<file path="config.mk">
export PLATFORM = sky130hd
export DESIGN_NAME = ubf_top
export DESIGN_NICKNAME = d
export VERILOG_FILES = /design/src/verilog/ubf_pkg.sv /design/src/verilog/ubf_top.sv
export VERILOG_INCLUDE_DIRS = /design/src /design/src/verilog
export SDC_FILE = /design/constraint.sdc
export NUM_CORES = 1
export LEC_CHECK = 0
export ABC_AREA = 1
export BUFFER_PORTS_ARGS = -buffer_cell sky130_fd_sc_hd__buf_2
export CORE_UTILIZATION = 53
export CTS_CLUSTER_SIZE = 16
export DETAILED_ROUTE_END_ITERATION = 8
export PLACE_DENSITY = 0.73
export SLEW_MARGIN = 10
export SYNTH_ARGS = -nofsm -noshare
export SYNTH_HDL_FRONTEND = slang
export SYNTH_SLANG_ARGS = --single-unit
</file>
<file path="constraint.sdc">
create_clock -name i_clk -period 7.92 [get_ports i_clk]
set_input_delay 1.584 -clock i_clk [delete_from_list [all_inputs] [get_ports i_clk]]
set_output_delay 1.584 -clock i_clk [all_outputs]
set_load 0.005 [all_outputs]
</file>
<file path="src/verilog/ubf_map.svh">
/*
 * Register offsets, field positions, reset values and timing counts of the
 * serial port baud and interrupt block.
 * Assumes inclusion by the block's top module.
 */
`ifndef UBF_MAP_SVH
`define UBF_MAP_SVH
// =====================================================================
// Register indices; the byte address is four times the index.
`define UBF_IDX_DATA    4'h0
`define UBF_IDX_IRQEN   4'h1
`define UBF_IDX_IDENT   4'h2
`define UBF_IDX_LINE    4'h3
`define UBF_IDX_STATUS  4'h5
`define UBF_IDX_CONFIG  4'h8
// =====================================================================
// Field positions.
`define UBF_LINE_ACCESS 7
`define UBF_LINE_STOP2  2
`define UBF_LINE_PAR    3
`define UBF_FIFO_EN     0
`define UBF_FIFO_RXRST  1
`define UBF_FIFO_TXRST  2
`define UBF_IE_RX       0
`define UBF_IE_TX       1
`define UBF_IE_LINE     2
`define UBF_CFG_HS      0
// =====================================================================
// Reset values.
`define UBF_RST_DIV     16'h000c
`define UBF_RST_BYTE    8'h00
// =====================================================================
// Timing: system clock and nominal reference clock in Hz.
`define UBF_SYS_HZ      50000000
`define UBF_REF_HZ      1846200
`define UBF_TIMEOUT_CH  4
`endif

</file>
<file path="src/verilog/ubf_pkg.sv">
/*
 * Types shared by the serial port baud and interrupt block.
 * Assumes nothing beyond a SystemVerilog compiler.
 */
package ubf_pkg;
    typedef enum logic [2:0] {
        UBF_TX_IDLE  = 3'b001,
        UBF_TX_DELAY = 3'b010,
        UBF_TX_SHOWN = 3'b100
    } ubf_tx_state_e;
    typedef logic [3:0] ubf_ident_t;
    localparam ubf_ident_t UBF_ID_NONE = 4'h1;
    localparam ubf_ident_t UBF_ID_LINE = 4'h6;
    localparam ubf_ident_t UBF_ID_RDA  = 4'h4;
    localparam ubf_ident_t UBF_ID_TOUT = 4'hc;
    localparam ubf_ident_t UBF_ID_THR  = 4'h2;
endpackage

</file>
<file path="src/verilog/ubf_top.sv">
/*
 * Baud rate generator and FIFO mode interrupt logic of one serial channel,
 * with an APB register slave.
 * Assumes the receive and transmit FIFOs and shift registers sit beside it
 * on the same clock and report counts and events as plain inputs.
 */
// Operation
// RULE1: Divide reference clock by divisor 1 to 65535.
// RULE2: Generator output is sixteen times bit rate.
// RULE3: Divisor held in low and high byte latches.
// RULE4: Writing either divisor byte reloads the counter.
// RULE5: Divisor zero divides the clock by three.
// RULE6: Divisor one outputs the inverted reference clock.
// RULE7: Divisor two gives half rate, even duty.
// RULE8: Divisor three up: low two, high rest.
// RULE9: Reference clock nominally 1.8462 MHz.
// RULE10: High-speed bit: 32770 doubles, 32769 quadruples rate.
// RULE11: Data-available interrupt follows trigger level reached.
// RULE12: Line status outranks data-available identification.
// RULE13: Data ready sets on push, clears empty.
// RULE14: Timeout after four idle character times with data.
// RULE15: Character times counted from the sample clock.
// RULE16: Host read clears active timeout, restarts timer.
// RULE17: Otherwise receive or read restarts the timer.
// RULE18: Transmit empty interrupt; cleared by write, ident read.
// RULE19: Empty indication delayed after single byte use.
// RULE20: FIFO enable change raises transmit interrupt immediately; the code raises it only while transmit empty is already shown.
// RULE21: Timeout shares receive priority, empty shares transmit.
// RULE22: Divisor latches reachable only with access bit.
// RULE23: Overrun, parity, framing, break raise line interrupt.
// RULE24: Receive trigger level chosen by FIFO control.
`timescale 1ns/1ns
`default_nettype none
`include "ubf_map.svh"
module ubf_top #(
    parameter int DIV_W   = 16,
    parameter int COUNT_W = 5
) (
    input  wire logic               i_clk,
    input  wire logic               i_reset,
    input  wire logic               i_psel,
    input  wire logic               i_penable,
    input  wire logic               i_pwrite,
    input  wire logic [11:0]        i_paddr,
    input  wire logic [31:0]        i_pwdata,
    input  wire logic [COUNT_W-1:0] i_rx_count,
    input  wire logic               i_rx_char_done,
    input  wire logic [7:0]         i_rx_data,
    input  wire logic [3:0]         i_line_err,
    input  wire logic [COUNT_W-1:0] i_tx_count,
    output logic                    o_pready,
    output logic [31:0]             o_prdata,
    output logic                    o_pslverr,
    output logic                    o_baud16,
    output logic                    o_sample_tick,
    output logic                    o_irq,
    output logic                    o_rx_pop,
    output logic                    o_tx_push,
    output logic [7:0]              o_tx_data,
    output logic                    o_fifo_en,
    output logic                    o_rx_fifo_reset,
    output logic                    o_tx_fifo_reset,
    output logic [7:0]              o_line_ctrl
);
    import ubf_pkg::*;

    initial begin
        if (DIV_W != 16 || COUNT_W < 5) begin
            $error("ubf_top: DIV_W must be 16 and COUNT_W at least 5");
        end
    end

    // =================================================================
    // Reference clock from the system clock.
    localparam int HALF_CYC = `UBF_SYS_HZ / (2 * `UBF_REF_HZ);
    localparam logic [4:0] HALF_N = 5'(HALF_CYC);

    function automatic logic [7:0] trig_level(input logic [1:0] sel);
        case (sel)
            2'd0:    trig_level = 8'h01;
            2'd1:    trig_level = 8'h04;
            2'd2:    trig_level = 8'h08;
            default: trig_level = 8'h0e;
        endcase
    endfunction

    function automatic logic [3:0] char_bits(input logic [7:0] lc);
        char_bits = 4'd7 + {2'b00, lc[1:0]} + {3'b000, lc[`UBF_LINE_PAR]}
                  + {3'b000, lc[`UBF_LINE_STOP2]};
    endfunction

    logic [7:0]  div_lo_q;
    logic [7:0]  div_hi_q;
    logic [7:0]  irq_en_q;
    logic [7:0]  fifo_ctrl_q;
    logic [7:0]  line_ctrl_q;
    logic        hs_q;
    logic [4:0]  pre_q;
    logic        ref_q;
    logic        ref_rise;
    logic [15:0] cnt_q;
    logic [15:0] div_eff;
    logic [4:0]  half_lim;
    logic        div_wr;

    wire setup    = i_psel & ~i_penable;
    wire access   = i_psel & i_penable;
    wire [9:0] idx_full = i_paddr[11:2];
    wire [3:0] idx = idx_full[3:0];
    wire mapped   = (idx_full[9:4] == 6'h00) && (idx == `UBF_IDX_DATA || idx == `UBF_IDX_IRQEN
                    || idx == `UBF_IDX_IDENT || idx == `UBF_IDX_LINE || idx == `UBF_IDX_STATUS
                    || idx == `UBF_IDX_CONFIG);
    wire divisor_access_bit     = line_ctrl_q[`UBF_LINE_ACCESS];
    wire wr_acc   = access & i_pwrite & mapped;
    wire rd_acc   = access & ~i_pwrite & mapped;
    wire [15:0] divisor = {div_hi_q, div_lo_q};
    wire hs_sel   = hs_q & divisor[15]; // RULE10

    always_comb begin
        div_eff  = divisor;
        half_lim = HALF_N;
        if (hs_sel) begin // RULE10
            div_eff  = 16'h0001;
            half_lim = divisor[1] ? (HALF_N >> 1) : (HALF_N >> 2);
        end
    end

    assign ref_rise = (pre_q == 5'd0) & ~ref_q;
    assign div_wr   = wr_acc & divisor_access_bit & (idx == `UBF_IDX_DATA || idx == `UBF_IDX_IRQEN);

    // =================================================================
    // Reference clock phase at nominal rate, or faster with the high-speed bit.
    always_ff @(posedge i_clk) begin
        if (i_reset) begin
            pre_q <= 5'd0;
            ref_q <= 1'b0;
        end else if (pre_q == 5'd0) begin
            pre_q <= half_lim - 5'd1; // RULE9
            ref_q <= ~ref_q;
        end else begin
            pre_q <= pre_q - 5'd1;
        end
    end

    // =================================================================
    // Baud counter and sixteen times output.
    always_ff @(posedge i_clk) begin
        if (i_reset) begin
            cnt_q <= `UBF_RST_DIV;
        end else if (div_wr) begin
            cnt_q <= (div_eff == 16'h0000) ? 16'h0003 : div_eff; // RULE4
        end else if (ref_rise) begin
            if (cnt_q <= 16'h0001) begin
                cnt_q <= (div_eff == 16'h0000) ? 16'h0003 : div_eff; // RULE5 RULE1
            end else begin
                cnt_q <= cnt_q - 16'h0001;
            end
        end
    end

    logic baud_d;
    always_comb begin
        if (div_eff == 16'h0001) begin
            baud_d = ~ref_q; // RULE6
        end else if (div_eff == 16'h0002) begin
            baud_d = (cnt_q == 16'h0001); // RULE7
        end else begin
            baud_d = (cnt_q <= ((div_eff == 16'h0000) ? 16'h0001 : div_eff - 16'h0002)); // RULE8 RULE5
        end
    end

    always_ff @(posedge i_clk) begin
        if (i_reset) begin
            o_baud16      <= 1'b0;
            o_sample_tick <= 1'b0;
        end else begin
            o_baud16      <= baud_d; // RULE2
            o_sample_tick <= baud_d & ~o_baud16;
        end
    end

    // =================================================================
    // Host registers.
    always_ff @(posedge i_clk) begin
        if (i_reset) begin
            div_lo_q    <= 8'(`UBF_RST_DIV);
            div_hi_q    <= `UBF_RST_BYTE;
            irq_en_q    <= `UBF_RST_BYTE;
            fifo_ctrl_q <= `UBF_RST_BYTE;
            line_ctrl_q <= `UBF_RST_BYTE;
            hs_q        <= 1'b0;
        end else if (wr_acc) begin
            case (idx)
                `UBF_IDX_DATA:   if (divisor_access_bit) div_lo_q <= i_pwdata[7:0]; // RULE3 RULE22
                `UBF_IDX_IRQEN:  if (divisor_access_bit) div_hi_q <= i_pwdata[7:0]; else irq_en_q <= {4'h0, i_pwdata[3:0]};
                `UBF_IDX_IDENT:  fifo_ctrl_q <= {i_pwdata[7:6], 5'h00, i_pwdata[0]}; // RULE24
                `UBF_IDX_LINE:   line_ctrl_q <= i_pwdata[7:0];
                `UBF_IDX_CONFIG: hs_q <= i_pwdata[`UBF_CFG_HS];
                default: ;
            endcase
        end
    end

    wire fifo_on   = fifo_ctrl_q[`UBF_FIFO_EN];
    wire fcr_wr    = wr_acc & (idx == `UBF_IDX_IDENT);
    wire fen_chg   = fcr_wr & (i_pwdata[`UBF_FIFO_EN] != fifo_on);
    wire rx_read   = rd_acc & ~divisor_access_bit & (idx == `UBF_IDX_DATA);
    wire thr_write = wr_acc & ~divisor_access_bit & (idx == `UBF_IDX_DATA);
    wire iir_read  = rd_acc & (idx == `UBF_IDX_IDENT);
    wire lsr_read  = rd_acc & (idx == `UBF_IDX_STATUS);
    wire [7:0] rx_cnt8 = 8'(i_rx_count);

    always_ff @(posedge i_clk) begin
        if (i_reset) begin
            o_rx_pop        <= 1'b0;
            o_tx_push       <= 1'b0;
            o_tx_data       <= 8'h00;
            o_rx_fifo_reset <= 1'b0;
            o_tx_fifo_reset <= 1'b0;
        end else begin
            o_rx_pop        <= rx_read;
            o_tx_push       <= thr_write;
            o_rx_fifo_reset <= fcr_wr & (i_pwdata[`UBF_FIFO_RXRST] | fen_chg);
            o_tx_fifo_reset <= fcr_wr & (i_pwdata[`UBF_FIFO_TXRST] | fen_chg);
            if (thr_write) begin
                o_tx_data <= i_pwdata[7:0];
            end
        end
    end

    // =================================================================
    // Line errors and data ready.
    logic [3:0] err_q;
    logic       ready_q;
    always_ff @(posedge i_clk) begin
        if (i_reset) begin
            err_q   <= 4'h0;
            ready_q <= 1'b0;
        end else begin
            err_q <= (lsr_read ? 4'h0 : err_q) | i_line_err; // RULE23
            if (i_rx_char_done) begin
                ready_q <= 1'b1; // RULE13
            end else if (i_rx_count == '0) begin
                ready_q <= 1'b0; // RULE13
            end
        end
    end

    // =================================================================
    // Receive timeout, counted in sample ticks.
    logic [11:0] tout_q;
    logic        tout_act_q;
    wire  [11:0] tout_lim = 12'(`UBF_TIMEOUT_CH) * {4'h0, char_bits(line_ctrl_q), 4'h0};
    always_ff @(posedge i_clk) begin
        if (i_reset) begin
            tout_q     <= 12'h000;
            tout_act_q <= 1'b0;
        end else if (rx_read) begin
            tout_q     <= 12'h000; // RULE16 RULE17
            tout_act_q <= 1'b0;
        end else if (i_rx_char_done || i_rx_count == '0 || !fifo_on) begin
            tout_q <= 12'h000; // RULE17
            if (i_rx_count == '0 || !fifo_on) begin
                tout_act_q <= 1'b0;
            end
        end else if (o_sample_tick && !tout_act_q) begin
            if (tout_q >= tout_lim - 12'h001) begin
                tout_act_q <= 1'b1; // RULE14 RULE15
            end else begin
                tout_q <= tout_q + 12'h001;
            end
        end
    end

    // =================================================================
    // Transmit empty indication with delay.
    ubf_tx_state_e tx_state_q;
    logic [7:0]    tx_dly_q;
    logic          two_seen_q;
    logic          thr_irq_q;
    wire  tx_empty = (i_tx_count == '0);
    wire  [7:0] dly_lim = {char_bits(line_ctrl_q) - 4'd1, 4'h0};
    always_ff @(posedge i_clk) begin
        if (i_reset) begin
            tx_state_q <= UBF_TX_SHOWN;
            tx_dly_q   <= 8'h00;
            two_seen_q <= 1'b0;
        end else begin
            if (i_tx_count >= COUNT_W'(2)) begin
                two_seen_q <= 1'b1;
            end
            case (tx_state_q)
                UBF_TX_IDLE: begin
                    if (tx_empty) begin
                        tx_dly_q <= 8'h00;
                        if (two_seen_q || !fifo_on) begin
                            tx_state_q <= UBF_TX_SHOWN;
                        end else begin
                            tx_state_q <= UBF_TX_DELAY; // RULE19
                        end
                    end
                end
                UBF_TX_DELAY: begin
                    if (!tx_empty) begin
                        tx_state_q <= UBF_TX_IDLE;
                    end else if (o_sample_tick) begin
                        if (tx_dly_q >= dly_lim - 8'h01) begin
                            tx_state_q <= UBF_TX_SHOWN; // RULE19
                        end else begin
                            tx_dly_q <= tx_dly_q + 8'h01;
                        end
                    end
                end
                UBF_TX_SHOWN: begin
                    if (!tx_empty) begin
                        tx_state_q <= UBF_TX_IDLE;
                        two_seen_q <= 1'b0;
                    end
                end
                default: tx_state_q <= UBF_TX_SHOWN;
            endcase
        end
    end

    wire thr_shown = (tx_state_q == UBF_TX_SHOWN) & tx_empty;
    logic shown_q;
    always_ff @(posedge i_clk) begin
        if (i_reset) begin
            shown_q   <= 1'b1;
            thr_irq_q <= 1'b0;
        end else begin
            shown_q <= thr_shown;
            if ((thr_shown && !shown_q) || (fen_chg && thr_shown)) begin
                thr_irq_q <= 1'b1; // RULE18 RULE20
            end else if (thr_write || iir_read) begin
                thr_irq_q <= 1'b0; // RULE18
            end
        end
    end

    // =================================================================
    // Interrupt identification and priority.
    wire src_line = irq_en_q[`UBF_IE_LINE] & (err_q != 4'h0);
    wire src_rda  = irq_en_q[`UBF_IE_RX] & (fifo_on ? (rx_cnt8 >= trig_level(fifo_ctrl_q[7:6]))
                    : ready_q); // RULE11 RULE24
    wire src_tout = irq_en_q[`UBF_IE_RX] & fifo_on & tout_act_q; // RULE14
    wire src_thr  = irq_en_q[`UBF_IE_TX] & thr_irq_q;
    ubf_ident_t ident;
    always_comb begin
        if (src_line) begin
            ident = UBF_ID_LINE; // RULE12
        end else if (src_rda) begin
            ident = UBF_ID_RDA; // RULE21
        end else if (src_tout) begin
            ident = UBF_ID_TOUT; // RULE21
        end else if (src_thr) begin
            ident = UBF_ID_THR; // RULE21
        end else begin
            ident = UBF_ID_NONE;
        end
    end

    always_ff @(posedge i_clk) begin
        if (i_reset) begin
            o_irq <= 1'b0;
        end else begin
            o_irq <= (ident != UBF_ID_NONE);
        end
    end

    // =================================================================
    // APB read data, captured in the setup phase.
    logic [7:0] rd_d;
    always_comb begin
        case (idx)
            `UBF_IDX_DATA:   rd_d = divisor_access_bit ? div_lo_q : i_rx_data;
            `UBF_IDX_IRQEN:  rd_d = divisor_access_bit ? div_hi_q : irq_en_q;
            `UBF_IDX_IDENT:  rd_d = {fifo_on, fifo_on, 2'b00, ident};
            `UBF_IDX_LINE:   rd_d = line_ctrl_q;
            `UBF_IDX_STATUS: rd_d = {fifo_on & (err_q[3:1] != 3'h0), thr_shown & (i_tx_count == '0),
                                     thr_shown, err_q, ready_q};
            `UBF_IDX_CONFIG: rd_d = {7'h00, hs_q};
            default:         rd_d = 8'h00;
        endcase
    end

    always_ff @(posedge i_clk) begin
        if (i_reset) begin
            o_pready  <= 1'b0;
            o_prdata  <= 32'h0000_0000;
            o_pslverr <= 1'b0;
        end else begin
            o_pready  <= setup;
            o_pslverr <= setup & ~mapped;
            if (setup) begin
                o_prdata <= (mapped && !i_pwrite) ? {24'h00_0000, rd_d} : 32'h0000_0000;
            end
        end
    end

    always_ff @(posedge i_clk) begin
        if (i_reset) begin
            o_fifo_en   <= 1'b0;
            o_line_ctrl <= 8'h00;
        end else begin
            o_fifo_en   <= fifo_on;
            o_line_ctrl <= line_ctrl_q;
        end
    end
endmodule
`default_nettype wire

</file>
==> impl_metrics.env <==
export IMPL_period_needed_ns=3.93
export IMPL_drc_errors=0
export IMPL_yosys_area_top_type_share=0.313
export IMPL_clkLatencyLatePin_ns=0.42
export IMPL_fin_ws_ns=3.99
export IMPL_setup_viol=0
export IMPL_fin_setup_tns_ns=0
export IMPL_min_from="o_tx_data[1]$_SDFFE_PP0P_"
export IMPL_clockRootBuffer="clkbuf_16"
export IMPL_worst_r2r_cell_count=17
export IMPL_timing_hold_violations_final=0
export IMPL_r2r_start="line_ctrl_q[3]$_SDFFE_PP0P_"
export IMPL_pre_cts_slack_ns=3.98
export IMPL_tightest_slew_ns=0.801
export IMPL_rsz0062_at_grt="no"
export IMPL_cts_tree="built"
export IMPL_synth_top_cell_by_area="dfxtp_1"
export IMPL_holdWs_ns=0.443
export IMPL_synthToLayoutAreaGrowth_pct=12.4
export IMPL_grt_pass1_wl_mm=31.2
export IMPL_path_class="register to register"
export IMPL_ys_seq_area_frac=0.313
export IMPL_yosysWarnings=0
export IMPL_clk_pin_slew_ns=0.06
export IMPL_dr_pass1_iters=5
export IMPL_r2r_end="tout_q[5]$_SDFFE_PP0P_"
export IMPL_grt_max_degree=42
export IMPL_outcome="completed"
export IMPL_slew_headroom=0.465
export IMPL_synth_common_cells="nand2_1 (310), nor2_1 (169), inv_1 (135)"
export IMPL_reg2reg_slack_ns=3.99
export IMPL_cts_hold_buf=0
export IMPL_placed_cell_area_sq_um=8040
export IMPL_final_net_count=1359
export IMPL_synth_edf_count=0
export IMPL_slew_viol_final=0
export IMPL_cts_sinks=120
export IMPL_first_global_vias=6418
export IMPL_worstPathRequired_ns=8.27
export IMPL_die_h_um=122
export IMPL_max_cap_violations=0
export IMPL_finClkSkew_ns=0.00928
export IMPL_hp_class="register to register"
export IMPL_hold_depth=2
export IMPL_period_share=0.496
export IMPL_final_cell_area_sq_um=8620
export IMPL_antenna_found_initial=0
export IMPL_gp_congestion=0.961
export IMPL_synth_ff_latch_count=120
export IMPL_vdd_ir_drop_worst_v=0.000147
export IMPL_min_to="o_tx_data[1]$_SDFFE_PP0P_"
export IMPL_synth_area_top_cells="dfxtp_1 (31%), nand2_1 (15%), nor2_1 (8.3%)"
export IMPL_cp_data_arrival_time_ns=4.28
export IMPL_synth_most_common_cell="nand2_1"
export IMPL_fillers=1358
export IMPL_hpwl_mm=14.2
export IMPL_p_leak_nw=4.23
export IMPL_die_w_um=122
export IMPL_fmax_ghz=0.254
export IMPL_ant_nets=0
export IMPL_multi_input_area_sq_um=4460
export IMPL_drtIter0Drc=427
export IMPL_overflow=0
export IMPL_worstPathMaxFanout=13
export IMPL_syn_mean_instance_area_sq_um=6.53
export IMPL_core_area_sq_um=14000
export IMPL_io_pins=130
export IMPL_drive_gt1_frac=0.115
export IMPL_cp_start_kind="register"
export IMPL_powerDensity_nw_per_um2=232
export IMPL_critPathCaptureType="register"
export IMPL_layout_cells_non_filler=1436
export IMPL_htreeDepth=4
export IMPL_placed_cells=1404
export IMPL_yosysUniqueCellTypes=50
export IMPL_initial_core_util=0.548
export IMPL_routed_via_density=5.13
export IMPL_numCtsBuffers=17
export IMPL_diodes=0
export IMPL_cts_setup_buffers=0
export IMPL_cts_resized_gates=0
export IMPL_via_count=7370
export IMPL_io_buffers=79
export IMPL_regArea_sq_um=2400
export IMPL_dieArea_sq_um=15000
export IMPL_row_count=43
export IMPL_async_flop_share=0
export IMPL_wl_per_cell_um=13.3
export IMPL_drt_total_wl_mm=19.1
export IMPL_clk_path_buf_depth=2
export IMPL_synth_flop_cell="dfxtp_1"
export IMPL_synthCells=1175
export IMPL_track_usage=0.267
export IMPL_synthesis_area_sq_um=7670
## worst max-delay path, stage by stage (launching register included)
cell,delay [ns]
dfxtp_1,0.32
inv_1,0.09
ha_1,0.29
inv_1,0.04
ha_1,0.21
fa_1,0.38
xor2_1,0.29
ha_1,0.20
nand2_1,0.06
xor2_1,0.24
ha_1,0.29
a21oi_1,0.14
o21ai_0,0.08
a21oi_1,0.16
nand3_1,0.40
inv_1,0.43
nand2_1,0.11
a21oi_1,0.13
## stage by stage
step | util | total power [W]
after floorplan | - | 0.00114
after global placement | 0.575 | 0.00123
after detailed placement | 0.575 | 0.00124
after CTS | 0.616 | 0.00201
after global routing | 0.616 | 0.00213
final | 0.616 | 0.00200
## where the power goes
part	switching, W	total, W	internal [W]	leakage, nW
sequential	0.0000520	0.000709	0.000657	0.974
clock	0.000293	0.000774	0.000481	0.277
combinational	0.000324	0.000521	0.000197	2.98
## worst max-delay path by stage
stage,from,end,slack [ns],cells past startpoint
floorplan,line_ctrl_q[0]$_SDFFE_PP0P_,tx_dly_q[4]$_SDFFE_PP0P_,4.59,22
global placement,i_reset,tx_dly_q[2]$_SDFFE_PP0P_,4.02,7
detailed placement,i_reset,tx_dly_q[2]$_SDFFE_PP0P_,3.98,7
CTS,line_ctrl_q[3]$_SDFFE_PP0P_,tout_q[5]$_SDFFE_PP0P_,3.95,17
global route,line_ctrl_q[3]$_SDFFE_PP0P_,tout_q[5]$_SDFFE_PP0P_,3.55,17
finish,line_ctrl_q[3]$_SDFFE_PP0P_,tout_q[5]$_SDFFE_PP0P_,3.99,17
## logic make-up after synthesis
kind of cell,Yosys count,synth area share
simple gates,578,0.319
compound gates,202,0.141
buf+inv,198,0.116
flops,120,0.313
fa+ha+maj,44,0.0738
xor+xnor,32,0.0366
other cells,1,0.000489
## cell type report
type                    instances  area share
multi-input cells             880       0.518
flip-flops and latches        120       0.279
inverters                     144      0.0631
clock buffers                  22      0.0538
repair buffers                 80      0.0467
well taps                     180      0.0261
clock inverters                10      0.0138
## cell usage in the layout, fill, tap and decap left out, types with 4 or more instances in the layout
master and count:
ha_1 42, a21oi_1 83, dfxtp_1 120, or2_2 4, nand2_1 310, clkbuf_16 17
nor3_2 4, nor3_1 13, nor2_1 169, xor2_1 18, nand3_1 47, buf_2 79
o21ai_0 86, conb_1 24, inv_1 135, o211ai_1 6, nor2_4 5, nand2_2 4
inv_2 6, o21ai_1 9, nand4_1 7, xnor2_1 14
## flip-flops by register name, summed over array words and instances (netlist names), 3 cells and up
| name | cells |
|---|---|
| pre_q | 5 |
| o_tx_data | 8 |
| tout_q | 12 |
| o_line_ctrl | 8 |
| irq_en_q | 4 |
| fifo_ctrl_q | 3 |
| line_ctrl_q | 8 |
| div_hi_q | 8 |
| cnt_q | 16 |
| div_lo_q | 8 |
| err_q | 4 |
| tx_dly_q | 8 |
| tx_state_q | 3 |
| o_prdata | 8 |
## metal layers
layer / track usage / vias to the layer above / wire, um
li1: - / 3842 / -
met1: 0.354 / 3319 / 9000
met2: 0.435 / 179 / 8950
met3: 0.0516 / 30 / 839
met4: 0.0861 / 0 / 333
met5: 0 / - / 0
Power figures use the tool's default switching activity.
